## config.mk

```make
export PLATFORM = sky130hd
export DESIGN_NAME = phy_link_diagnostic_status
export DESIGN_NICKNAME = d
export VERILOG_FILES = /design/src/design/phy_diag_pkg.sv /design/src/design/phy_link_diagnostic_status.sv /design/src/design/prbs_lane_checker.sv
export SDC_FILE = /design/constraint.sdc
export NUM_CORES = 1
export LEC_CHECK = 0
export CELL_PAD_IN_SITES_DETAIL_PLACEMENT = 1
export CELL_PAD_IN_SITES_GLOBAL_PLACEMENT = 2
export CORE_MARGIN = 2
export CORE_UTILIZATION = 29
export DETAILED_ROUTE_END_ITERATION = 7
export DONT_BUFFER_PORTS = 1
export PLACE_DENSITY_LB_ADDON = 0.1
export SLEW_MARGIN = 30
export SYNTH_ARGS = -nofsm -noshare
export SYNTH_HDL_FRONTEND = slang
export SYNTH_SLANG_ARGS = --single-unit
```

## constraint.sdc

```tcl
create_clock -name clk_sys -period 2.6 [get_ports clk_sys]
set_clock_uncertainty 0.15 [all_clocks]
set_input_delay 0.65 -clock clk_sys [delete_from_list [all_inputs] [get_ports clk_sys]]
set_output_delay 0.65 -clock clk_sys [all_outputs]
set_load 0.02 [all_outputs]
```

## src/design/phy_diag_pkg.sv

```systemverilog
/*
 * Shared constants and carrier types for the physical-layer diagnostic
 * status block: register offsets, field positions, reset values.
 * Assumes a classic Wishbone slave with 32-bit data and byte addresses.
 */
package phy_diag_pkg;

    localparam int NUM_PORTS = 4;
    localparam int NUM_LANES = 4;

    // Register byte offsets
    localparam logic [11:0] OFF_RX_ERR     = 12'h248;
    localparam logic [11:0] OFF_TGT_WIDTH  = 12'h24C;
    localparam logic [11:0] OFF_PHY_EXTRA  = 12'h254;
    localparam logic [11:0] OFF_PAT_SYNC   = 12'h258;
    localparam logic [11:0] OFF_IRQ_STATUS = 12'h270;
    localparam logic [11:0] OFF_IRQ_MASK   = 12'h274;
    localparam logic [11:0] OFF_PAT_CTRL   = 12'h278;

    // Field positions
    localparam int TW_UPCFG_BIT    = 7;
    localparam int PX_PHYST_LSB    = 4;
    localparam int PX_MCERR_LSB    = 8;
    localparam int PX_MCLOCK_BIT   = 15;
    localparam int PX_EXTLB_LSB    = 16;
    localparam int PX_RXDET_LSB    = 20;
    localparam int PX_MCSEL_LSB    = 24;
    localparam int PS_INVERT_BIT   = 16;
    localparam int PC_GEN_EN_BIT   = 0;
    localparam int PC_CHK_EN_BIT   = 1;
    localparam int PC_ERRCNT_LSB   = 8;

    // Reset values and limits
    localparam logic [7:0] CNT_RST  = 8'h00;
    localparam logic [7:0] CNT_MAX  = 8'hFF;
    localparam logic [6:0] MC_RST   = 7'h00;
    localparam logic [6:0] MC_MAX   = 7'h7F;
    localparam logic [6:0] PRBS_SEED = 7'h7F;
    localparam int SYNC_MATCHES = 2;

    // Interrupt status layout: one bit per port for each event group
    localparam int IRQ_LBFAIL_LSB = 0;
    localparam int IRQ_SYNC_LSB   = 4;
    localparam int IRQ_SAT_LSB    = 8;
    localparam int IRQ_WIDTH      = 12;

    typedef struct packed {
        logic [3:0] rx_err;
        logic [3:0] lb_fail;
        logic [3:0] upcfg_seen;
        logic [3:0] training;
        logic [3:0] retrain_req;
        logic [7:0] neg_width;
        logic [7:0] cur_width;
        logic [3:0] ready_lb_master;
    } port_event_type;

    typedef struct packed {
        logic [3:0] ltssm_to_cfg;
        logic [7:0] target_width;
        logic [3:0] ext_loopback;
        logic [3:0] lb_after_fail;
    } port_ctrl_type;

    typedef struct packed {
        logic [3:0] phy_status;
        logic       mc_err;
        logic       mc_lock;
    } lane_status_type;

endpackage

```

## src/design/phy_link_diagnostic_status.sv

```systemverilog
/*
 * Physical-layer diagnostic and link-control status for four ports and
 * four lanes, reached over a classic Wishbone slave.  Assumes the link
 * state machines report events as one-cycle pulses on clk_sys.
 */
// Local design decision: the Wishbone interface to the registers.
// What this block does
// RQ1 - Each port keeps an 8-bit receiver error count in its own byte.
// RQ2 - A write to a count byte clears it; the counts are otherwise RO.
// RQ3 - Each detected receiver error adds exactly one until saturation.
// RQ4 - Target link width loads from the width negotiated in training.
// RQ5 - Software loads a width no wider than negotiated, then retrains.
// RQ6 - Retrain with a new target width sends the port to configuration.
// RQ7 - Bit 7 flags that the partner advertised upconfigure capability.
// RQ8 - A failed loopback-master entry sets a W1C flag in bits 0 to 3.
// RQ9 - Failure flag plus ready-as-master means loopback after failure.
// RQ10 - Bits 7:4 mirror the PIPE PhyStatus of the lanes.
// RQ11 - Compliance errors at 14:8, lock at 15, lane select at 25:24.
// RQ12 - External loopback enables in bits 16 to 19 allow link up.
// RQ13 - Software sets external loopback when a port is wired to itself.
// RQ14 - A lane asserts sync after two consecutive matching words.
// RQ15 - A checker neither detects nor counts errors before sync.
// RQ16 - The generator emits PRBS7, or its complement when bit 16 is set.
// RQ17 - The shared checker count saturates and clears when disabled.
`timescale 1ns/1ps

module phy_link_diagnostic_status (
    input  wire logic                         clk_sys,
    input  wire logic                         rst_n,
    input  wire logic                         wb_cyc_i,
    input  wire logic                         wb_stb_i,
    input  wire logic                         wb_we_i,
    input  wire logic [11:0]                  wb_adr_i,
    input  wire logic [3:0]                   wb_sel_i,
    input  wire logic [31:0]                  wb_dat_i,
    output logic      [31:0]                  wb_dat_o,
    output logic                              wb_ack_o,
    input  wire phy_diag_pkg::port_event_type port_evt,
    input  wire phy_diag_pkg::lane_status_type lane_st,
    input  wire logic [3:0]                   rx_valid,
    input  wire logic [27:0]                  rx_words,
    output phy_diag_pkg::port_ctrl_type       port_ctrl,
    output logic [6:0]                        tx_word,
    output logic                              irq
);

    ////////////////////////////////////////////////////////////////////
    // Register state
    logic [31:0] rxerr_r,  rxerr_nxt;
    logic [7:0]  tgtw_r,   tgtw_nxt;
    logic [3:0]  upcfg_r,  upcfg_nxt;
    logic [3:0]  lbfail_r, lbfail_nxt;
    logic [3:0]  extlb_r,  extlb_nxt;
    logic [3:0]  rxdet_r,  rxdet_nxt;
    logic [1:0]  mcsel_r,  mcsel_nxt;
    logic [6:0]  mccnt_r,  mccnt_nxt;
    logic        mclock_r, mclock_nxt;
    logic        inv_r,    inv_nxt;
    logic        gen_en_r, gen_en_nxt;
    logic        chk_en_r, chk_en_nxt;
    logic [7:0]  chkcnt_r, chkcnt_nxt;
    logic [6:0]  prbs_r,   prbs_nxt;
    logic [6:0]  tx_r,     tx_nxt;
    logic [3:0]  cfg_r,    cfg_nxt;
    logic [11:0] ists_r,   ists_nxt;
    logic [11:0] imask_r,  imask_nxt;
    logic [31:0] rdat_r,   rdat_nxt;
    logic        ack_r,    ack_nxt;
    logic [3:0]  sync_w,   err_w;
    logic [3:0]  rxclr_w;
    logic [3:0]  sync_d_r;
    logic [3:0]  sat_evt;
    logic        wr_go,    rd_go;
    logic [31:0] rd_mux;

    ////////////////////////////////////////////////////////////////////
    // Pattern checkers, one per lane
    genvar g;
    generate
        for (g = 0; g < phy_diag_pkg::NUM_LANES; g++) begin : g_lane
            prbs_lane_checker u_chk (
                .clk_sys   (clk_sys),
                .rst_n     (rst_n),
                .enable    (chk_en_r),
                .invert    (inv_r),
                .rx_valid  (rx_valid[g]),
                .rx_word   (rx_words[g*7 +: 7]),
                .sync      (sync_w[g]),
                .err_pulse (err_w[g])
            );
        end
    endgenerate
    ////////////////////////////////////////////////////////////////////
    // Bus decode: one access per request, ack drops after one cycle
    assign wr_go = wb_cyc_i && wb_stb_i && !ack_r && wb_we_i;
    assign rd_go = wb_cyc_i && wb_stb_i && !ack_r && !wb_we_i;
    assign rxclr_w = wb_sel_i
        & {4{wr_go && wb_adr_i == phy_diag_pkg::OFF_RX_ERR}};
    always_comb begin
        rd_mux = 32'h0000_0000;
        case (wb_adr_i)
            phy_diag_pkg::OFF_RX_ERR:    rd_mux = rxerr_r;
            phy_diag_pkg::OFF_TGT_WIDTH: begin
                rd_mux[1:0] = tgtw_r[1:0];
                rd_mux[phy_diag_pkg::TW_UPCFG_BIT] = upcfg_r[0]; // RQ7
                rd_mux[15:8] = {6'h00, tgtw_r[3:2]};
                rd_mux[phy_diag_pkg::TW_UPCFG_BIT + 8] = upcfg_r[1];
                rd_mux[17:16] = tgtw_r[5:4];
                rd_mux[phy_diag_pkg::TW_UPCFG_BIT + 16] = upcfg_r[2];
                rd_mux[25:24] = tgtw_r[7:6];
                rd_mux[phy_diag_pkg::TW_UPCFG_BIT + 24] = upcfg_r[3];
            end
            phy_diag_pkg::OFF_PHY_EXTRA: begin
                rd_mux[3:0] = lbfail_r;
                rd_mux[phy_diag_pkg::PX_PHYST_LSB +: 4] =
                    lane_st.phy_status; // RQ10
                rd_mux[phy_diag_pkg::PX_MCERR_LSB +: 7] = mccnt_r; // RQ11
                rd_mux[phy_diag_pkg::PX_MCLOCK_BIT] = mclock_r; // RQ11
                rd_mux[phy_diag_pkg::PX_EXTLB_LSB +: 4] = extlb_r;
                rd_mux[phy_diag_pkg::PX_RXDET_LSB +: 4] = rxdet_r;
                rd_mux[phy_diag_pkg::PX_MCSEL_LSB +: 2] = mcsel_r; // RQ11
            end
            phy_diag_pkg::OFF_PAT_SYNC: begin
                rd_mux[3:0] = sync_w; // RQ14
                rd_mux[phy_diag_pkg::PS_INVERT_BIT] = inv_r;
            end
            phy_diag_pkg::OFF_IRQ_STATUS: rd_mux[11:0] = ists_r;
            phy_diag_pkg::OFF_IRQ_MASK:   rd_mux[11:0] = imask_r;
            phy_diag_pkg::OFF_PAT_CTRL: begin
                rd_mux[phy_diag_pkg::PC_GEN_EN_BIT] = gen_en_r;
                rd_mux[phy_diag_pkg::PC_CHK_EN_BIT] = chk_en_r;
                rd_mux[phy_diag_pkg::PC_ERRCNT_LSB +: 8] = chkcnt_r;
            end
            default: rd_mux = 32'h0000_0000;
        endcase
    end
    ////////////////////////////////////////////////////////////////////
    // Next-state logic
    always_comb begin
        rxerr_nxt  = rxerr_r;
        tgtw_nxt   = tgtw_r;
        upcfg_nxt  = upcfg_r;
        lbfail_nxt = lbfail_r;
        extlb_nxt  = extlb_r;
        rxdet_nxt  = rxdet_r;
        mcsel_nxt  = mcsel_r;
        mccnt_nxt  = mccnt_r;
        mclock_nxt = lane_st.mc_lock;
        inv_nxt    = inv_r;
        gen_en_nxt = gen_en_r;
        chk_en_nxt = chk_en_r;
        chkcnt_nxt = chkcnt_r;
        imask_nxt  = imask_r;
        ists_nxt   = ists_r;
        cfg_nxt    = 4'h0;
        sat_evt    = 4'h0;
        ack_nxt    = wr_go || rd_go;
        rdat_nxt   = rd_go ? rd_mux : rdat_r;
        // Status bits are cleared by a read; new events below still win
        if (rd_go && wb_adr_i == phy_diag_pkg::OFF_IRQ_STATUS) begin
            ists_nxt = 12'h000;
        end
        for (int p = 0; p < phy_diag_pkg::NUM_PORTS; p++) begin
            // Clear by write to the byte lane, regardless of data
            if (rxclr_w[p]) begin
                rxerr_nxt[p*8 +: 8] = phy_diag_pkg::CNT_RST; // RQ2
            end else if (port_evt.rx_err[p]
                && rxerr_r[p*8 +: 8] != phy_diag_pkg::CNT_MAX) begin
                rxerr_nxt[p*8 +: 8] = rxerr_r[p*8 +: 8] + 8'h01; // RQ3
                if (rxerr_r[p*8 +: 8] == 8'hFE) begin
                    sat_evt[p] = 1'b1; // RQ1
                end
            end
            if (port_evt.training[p]) begin
                tgtw_nxt[p*2 +: 2] = port_evt.neg_width[p*2 +: 2]; // RQ4
                upcfg_nxt[p] = port_evt.upcfg_seen[p]; // RQ7
            end
            if (wr_go && wb_adr_i == phy_diag_pkg::OFF_TGT_WIDTH
                && wb_sel_i[p]) begin
                // Width cap is the software's job
                tgtw_nxt[p*2 +: 2] = wb_dat_i[p*8 +: 2]; // RQ5
            end
            if (port_evt.retrain_req[p]
                && tgtw_r[p*2 +: 2] != port_evt.cur_width[p*2 +: 2]) begin
                cfg_nxt[p] = 1'b1; // RQ6
            end
            if (wr_go && wb_adr_i == phy_diag_pkg::OFF_PHY_EXTRA
                && wb_sel_i[0] && wb_dat_i[p]) begin
                lbfail_nxt[p] = 1'b0;
            end
            if (port_evt.lb_fail[p]) begin
                lbfail_nxt[p] = 1'b1; // RQ8
                ists_nxt[phy_diag_pkg::IRQ_LBFAIL_LSB + p] = 1'b1;
            end
            if (sync_w[p] && !sync_d_r[p]) begin
                ists_nxt[phy_diag_pkg::IRQ_SYNC_LSB + p] = 1'b1;
            end
            if (sat_evt[p]) begin
                ists_nxt[phy_diag_pkg::IRQ_SAT_LSB + p] = 1'b1;
            end
        end
        if (wr_go && wb_adr_i == phy_diag_pkg::OFF_PHY_EXTRA) begin
            if (wb_sel_i[2]) begin
                extlb_nxt = wb_dat_i[phy_diag_pkg::PX_EXTLB_LSB +: 4];
                rxdet_nxt = wb_dat_i[phy_diag_pkg::PX_RXDET_LSB +: 4];
            end
            if (wb_sel_i[3]) begin
                mcsel_nxt = wb_dat_i[phy_diag_pkg::PX_MCSEL_LSB +: 2];
            end
        end
        if (wr_go && wb_adr_i == phy_diag_pkg::OFF_PAT_SYNC
            && wb_sel_i[2]) begin
            inv_nxt = wb_dat_i[phy_diag_pkg::PS_INVERT_BIT]; // RQ16
        end
        if (wr_go && wb_adr_i == phy_diag_pkg::OFF_IRQ_MASK) begin
            imask_nxt = wb_dat_i[11:0];
        end
        if (wr_go && wb_adr_i == phy_diag_pkg::OFF_PAT_CTRL
            && wb_sel_i[0]) begin
            gen_en_nxt = wb_dat_i[phy_diag_pkg::PC_GEN_EN_BIT];
            chk_en_nxt = wb_dat_i[phy_diag_pkg::PC_CHK_EN_BIT];
        end
        // Compliance counter counts lane_st.mc_err regardless of the lane select, and saturates
        if (lane_st.mc_err && mccnt_r != phy_diag_pkg::MC_MAX) begin
            mccnt_nxt = mccnt_r + 7'h01; // RQ11
        end
        if (!chk_en_r) begin
            chkcnt_nxt = phy_diag_pkg::CNT_RST; // RQ17
        end else if (|err_w && chkcnt_r != phy_diag_pkg::CNT_MAX) begin
            chkcnt_nxt = chkcnt_r + 8'h01; // RQ17
        end
        if (!gen_en_r) begin
            prbs_nxt = phy_diag_pkg::PRBS_SEED;
            tx_nxt   = 7'h00;
        end else begin
            prbs_nxt = {prbs_r[5:0], prbs_r[6] ^ prbs_r[5]};
            tx_nxt   = inv_r ? ~prbs_r : prbs_r; // RQ16
        end
    end
    ////////////////////////////////////////////////////////////////////
    // Registers
    always_ff @(posedge clk_sys or negedge rst_n) begin
        if (!rst_n) begin
            rxerr_r  <= 32'h0000_0000;
            tgtw_r   <= 8'h00;
            upcfg_r  <= 4'h0;
            lbfail_r <= 4'h0;
            extlb_r  <= 4'h0;
            rxdet_r  <= 4'h0;
            mcsel_r  <= 2'h0;
            mccnt_r  <= phy_diag_pkg::MC_RST;
            mclock_r <= 1'b0;
            inv_r    <= 1'b0;
            gen_en_r <= 1'b0;
            chk_en_r <= 1'b0;
            chkcnt_r <= phy_diag_pkg::CNT_RST;
            prbs_r   <= phy_diag_pkg::PRBS_SEED;
            tx_r     <= 7'h00;
            cfg_r    <= 4'h0;
            ists_r   <= 12'h000;
            imask_r  <= 12'h000;
            rdat_r   <= 32'h0000_0000;
            ack_r    <= 1'b0;
            sync_d_r <= 4'h0;
        end else begin
            rxerr_r  <= rxerr_nxt;
            tgtw_r   <= tgtw_nxt;
            upcfg_r  <= upcfg_nxt;
            lbfail_r <= lbfail_nxt;
            extlb_r  <= extlb_nxt;
            rxdet_r  <= rxdet_nxt;
            mcsel_r  <= mcsel_nxt;
            mccnt_r  <= mccnt_nxt;
            mclock_r <= mclock_nxt;
            inv_r    <= inv_nxt;
            gen_en_r <= gen_en_nxt;
            chk_en_r <= chk_en_nxt;
            chkcnt_r <= chkcnt_nxt;
            prbs_r   <= prbs_nxt;
            tx_r     <= tx_nxt;
            cfg_r    <= cfg_nxt;
            ists_r   <= ists_nxt;
            imask_r  <= imask_nxt;
            rdat_r   <= rdat_nxt;
            ack_r    <= ack_nxt;
            sync_d_r <= sync_w;
        end
    end
    ////////////////////////////////////////////////////////////////////
    // Outputs
    assign wb_ack_o = ack_r;
    assign wb_dat_o = rdat_r;
    assign tx_word  = tx_r;
    assign irq      = |(ists_r & imask_r);
    assign port_ctrl = {cfg_r, tgtw_r, extlb_r, // RQ12
                        lbfail_r & port_evt.ready_lb_master}; // RQ9
endmodule

```

## src/design/prbs_lane_checker.sv

```systemverilog
/*
 * One lane of the PRBS7 pattern checker.  Locks after two consecutive
 * received words match the local prediction; errors count only in sync.
 * Assumes one received 7-bit word per valid cycle on the core clock.
 */
`timescale 1ns/1ps

module prbs_lane_checker (
    input  wire logic       clk_sys,
    input  wire logic       rst_n,
    input  wire logic       enable,
    input  wire logic       invert,
    input  wire logic       rx_valid,
    input  wire logic [6:0] rx_word,
    output logic            sync,
    output logic            err_pulse
);

    logic [6:0] pred_r;
    logic [6:0] pred_nxt;
    logic [1:0] match_r;
    logic [1:0] match_nxt;
    logic       sync_r;
    logic       sync_nxt;
    logic       err_r;
    logic       err_nxt;
    logic [6:0] rx_plain;
    logic [6:0] rx_step;

    function automatic logic [6:0] prbs_next(input logic [6:0] s);
        prbs_next = {s[5:0], s[6] ^ s[5]};
    endfunction

    always_comb begin
        rx_plain  = invert ? ~rx_word : rx_word;
        rx_step   = prbs_next(rx_plain);
        pred_nxt  = pred_r;
        match_nxt = match_r;
        sync_nxt  = sync_r;
        err_nxt   = 1'b0;
        if (!enable) begin
            match_nxt = 2'h0;
            sync_nxt  = 1'b0;
        end else if (rx_valid) begin
            pred_nxt = rx_step;
            if (sync_r) begin
                // Errors exist only once locked
                err_nxt = (rx_plain != pred_r); // RQ15
            end else if (rx_plain == pred_r) begin
                match_nxt = match_r + 2'h1;
                if (match_nxt == 2'(phy_diag_pkg::SYNC_MATCHES)) begin
                    sync_nxt = 1'b1; // RQ14
                end
            end else begin
                match_nxt = 2'h0;
            end
        end
    end

    always_ff @(posedge clk_sys or negedge rst_n) begin
        if (!rst_n) begin
            pred_r  <= 7'h00;
            match_r <= 2'h0;
            sync_r  <= 1'b0;
            err_r   <= 1'b0;
        end else begin
            pred_r  <= pred_nxt;
            match_r <= match_nxt;
            sync_r  <= sync_nxt;
            err_r   <= err_nxt;
        end
    end

    assign sync      = sync_r;
    assign err_pulse = err_r;

endmodule

```

==> results.toml <==
[outcome]
outcome = "finished, violations left"
failed_checks = "hold timing"

[synth]
syn_inst = 959
synth_warnings = 0
synth-main-ff-cell = "dfrtp_1"
async_flop_share_pct = 100
synth_top_area_cell = "dfrtp_1"
seq_area_frac_synth_pct = 50.6
ys_ff_latch = 200
synth_area_leaders = "dfrtp_1, xnor2_1, nor2_1"
netlist_area_um2 = 9900
ys_types = 64
synth_edf_count = 0
synth_top_cells_by_count = "dfrtp_1, nor2_1, nand2_1"
synth_nets = 1104
yosysTopAreaCellShare_pct = 48.8
syn_avg_cell_area_um2 = 10.3
yosysMostFrequentCell = "dfrtp_1"

[final_layout]
final_nets = 1123
utilization_pct = 33.5
multi_input_area_um2 = 4670
fill_cells = 3753
regArea_um2 = 5010
drive_gt1_share_pct = 13.0
syn_to_final_growth_pct = 13.7

[floorplan]
io_pins = 192
die_area_um2 = 35600
start_util_pct = 29.5
die_h_um = 189
die_w_um = 189
core-area_um2 = 33600
rows = 67

[placed_design]
dp_slack_ns = 0.0419
gp_congestion = 0.736
hpwl_um = 22200
portBuffers = 0

[critical_path]
critical_path_buf_inv_count = 0
worst-r2r-cell-count = 5
reg2reg_to = "rxdet_r[1]"
critPathTopFamily = "compound AO/OA/AOI/OAI gates"
crit_type = "flop to output pin"
critPathLaunchType = "flop"
cp-end-kind = "output pin"
rrSetupSlack_ns = 0.33
critPathArrivalTime_ns = 1.62
path_max_fanout = 3
crit_path_top_delay_cell = "dfrtp_1"
path_cells = "a22o_1, a221oi_1, nand3_2"
worstPathRequired_ns = 1.80
slowest_delay_ns = 0.44
r2r_start = "wb_ack_o"

[timing]
setup_violations = 0
slew_violations = 0
worst_slack_ns = 0.184
period_share_pct = 92.9
max_slew_margin_pct = 52.7
final-hold-violation-count = 193
worst_pin_slew_ns = 0.709
fmax_ghz = 0.414
rsz0062_at_grt = "false"
hold_slack_ns = -0.264
layout_min_cycle_time_ns = 2.42
setup_tns_ns = 0

[power_and_ir_drop]
design_power_total_uw = 7910
power_density_nw_per_um2 = 703
power_leakage_uw = 0.00471
ir_drop_mv = 0.493

[clock_tree]
postCtsSetupBuffers = 0
clock_latency_ns = 0.46
cts_buffer_depth = 2
clk_pin_slew_ns = 0.08
root_buffer = "clkbuf_16"
cts_made_buffers = 17
cts_tree = "built"
htreeDepth = 4
cts.sinks = 200

[run]
maxCapViolations = 0

[global_routing]
antenna_found_initial = 2
grt.overflow.total = 0
grt_pass1_vias = 7727
track_usage_pct = 17.5
grt_pass1_wl_um = 47100
grt_max_degree = 201

[route]
antenna_left = 0
drtIter0Drc = 275
wl_um = 30000
vias = 7178
viasPerCell = 4.99
wire_per_inst_um = 20.8
route.detailed.drc = 0
drtPass1Iterations = 4

[worst_hold_path]
hp-class = "input port to asynchronous set/reset pin"
==> worst reg2reg max path, stage by stage, from the launching register on <==
cell     delay, ns
dfrtp_1       0.52
and4b_1       0.56
nand2_1       0.22
nor3_4        0.19
buf_12        0.17
mux2_2        0.33
==> worst max path at each step <==
stage                 from          end  slack (ns)  cells after the start
5_1_grt          ists_r[5]          irq        0.06                      3
6_report         ists_r[7]          irq        0.18                      3
3_5_place_dp   wb_adr_i[8]    tgtw_r[6]        0.04                      6
2_1_floorplan  wb_adr_i[1]  imask_r[10]        0.31                      6
3_3_place_gp   wb_adr_i[8]    tgtw_r[7]        0.06                      6
4_1_cts         ists_r[11]          irq      0.0008                      3
==> report_power, final <==
| group | leakage, uW | internal, uW | switching, uW | total [uW] |
|---|---|---|---|---|
| combinational | 0.00185 | 465 | 425 | 890 |
| sequential | 0.00256 | 3470 | 671 | 4150 |
| clock | 0.000308 | 1620 | 1250 | 2880 |
==> routing by layer <==
layer,global-route usage (%),wire [um],vias up
met5,0,16,-
met4,4.21,355,2
met3,5.07,1790,27
met2,28.1,14100,148
met1,23.2,13800,3579
li1,-,-,3422
==> per-stage QoR <==
stage / cell area (um2) / instances
after global routing: 11300 / 1438
final: 11300 / 1439
after CTS: 11300 / 1438
after detailed placement: 10600 / 1407
after global placement: 10600 / 1407
after floorplan: 9900 / 959
==> layout by cell type, fill, tap and decap left out, types with 30 or more instances in the layout <==
| cell | netlist | routed |
|---|---|---|
| o21ai_0 | 31 | 31 |
| xor2_1 | 49 | 49 |
| mux2_2 | 30 | 30 |
| xnor2_1 | 59 | 59 |
| nor2_1 | 120 | 120 |
| buf_4 | 1 | 31 |
| nand2_1 | 70 | 70 |
| dfrtp_1 | 193 | 192 |
| a21oi_1 | 56 | 56 |
| nand3_1 | 34 | 33 |
==> sequential cells by signal, summed over array words and instances, names as in the netlist, 2 cells and up <==
register,cells
rxerr_r,32
extlb_r,4
wb_dat_o,32
imask_r,12
ists_r,12
g_lane.u_chk.err_pulse,4
mccnt_r,7
sync_d_r,4
cfg_r,4
upcfg_r,4
lbfail_r,4
prbs_r,7
chkcnt_r,8
mcsel_r,2
g_lane.u_chk.sync,4
rxdet_r,4
tx_word,7
tgtw_r,8
g_lane.u_chk.match_r,8
g_lane.u_chk.pred_r,28
==> repair_timing <==
action	in CTS	in global routing
gates resized for setup	2	1
pin swaps	0	0
endpoints found under the hold margin	200	193
endpoints found under the setup margin	1	1
==> final cells by class <==
class	instances	share of cell area, %
antenna	1	0.0222
clock buffer	22	4.30
clock inverter	9	1.22
inverter	15	0.500
multi-input combinational	708	41.5
sequential	200	44.5
tap	448	4.98
timing repair buffer	36	2.96
==> cells by family (layout without fill, tap and decap cells) <==
family,count (synthesis),after routing,synth area share (%)
AOI/OAI and AO/OA,180,180,12.0
buffers and inverters,51,82,2.41
other,0,1,0
and+or+nand+nor,361,361,18.7
DFF,200,200,50.6
xor gates and xnor gates,108,108,9.55
muxes,45,45,4.93
adders and majority gates,14,14,1.77
Note: power is estimated with default switching activity, not from simulation.
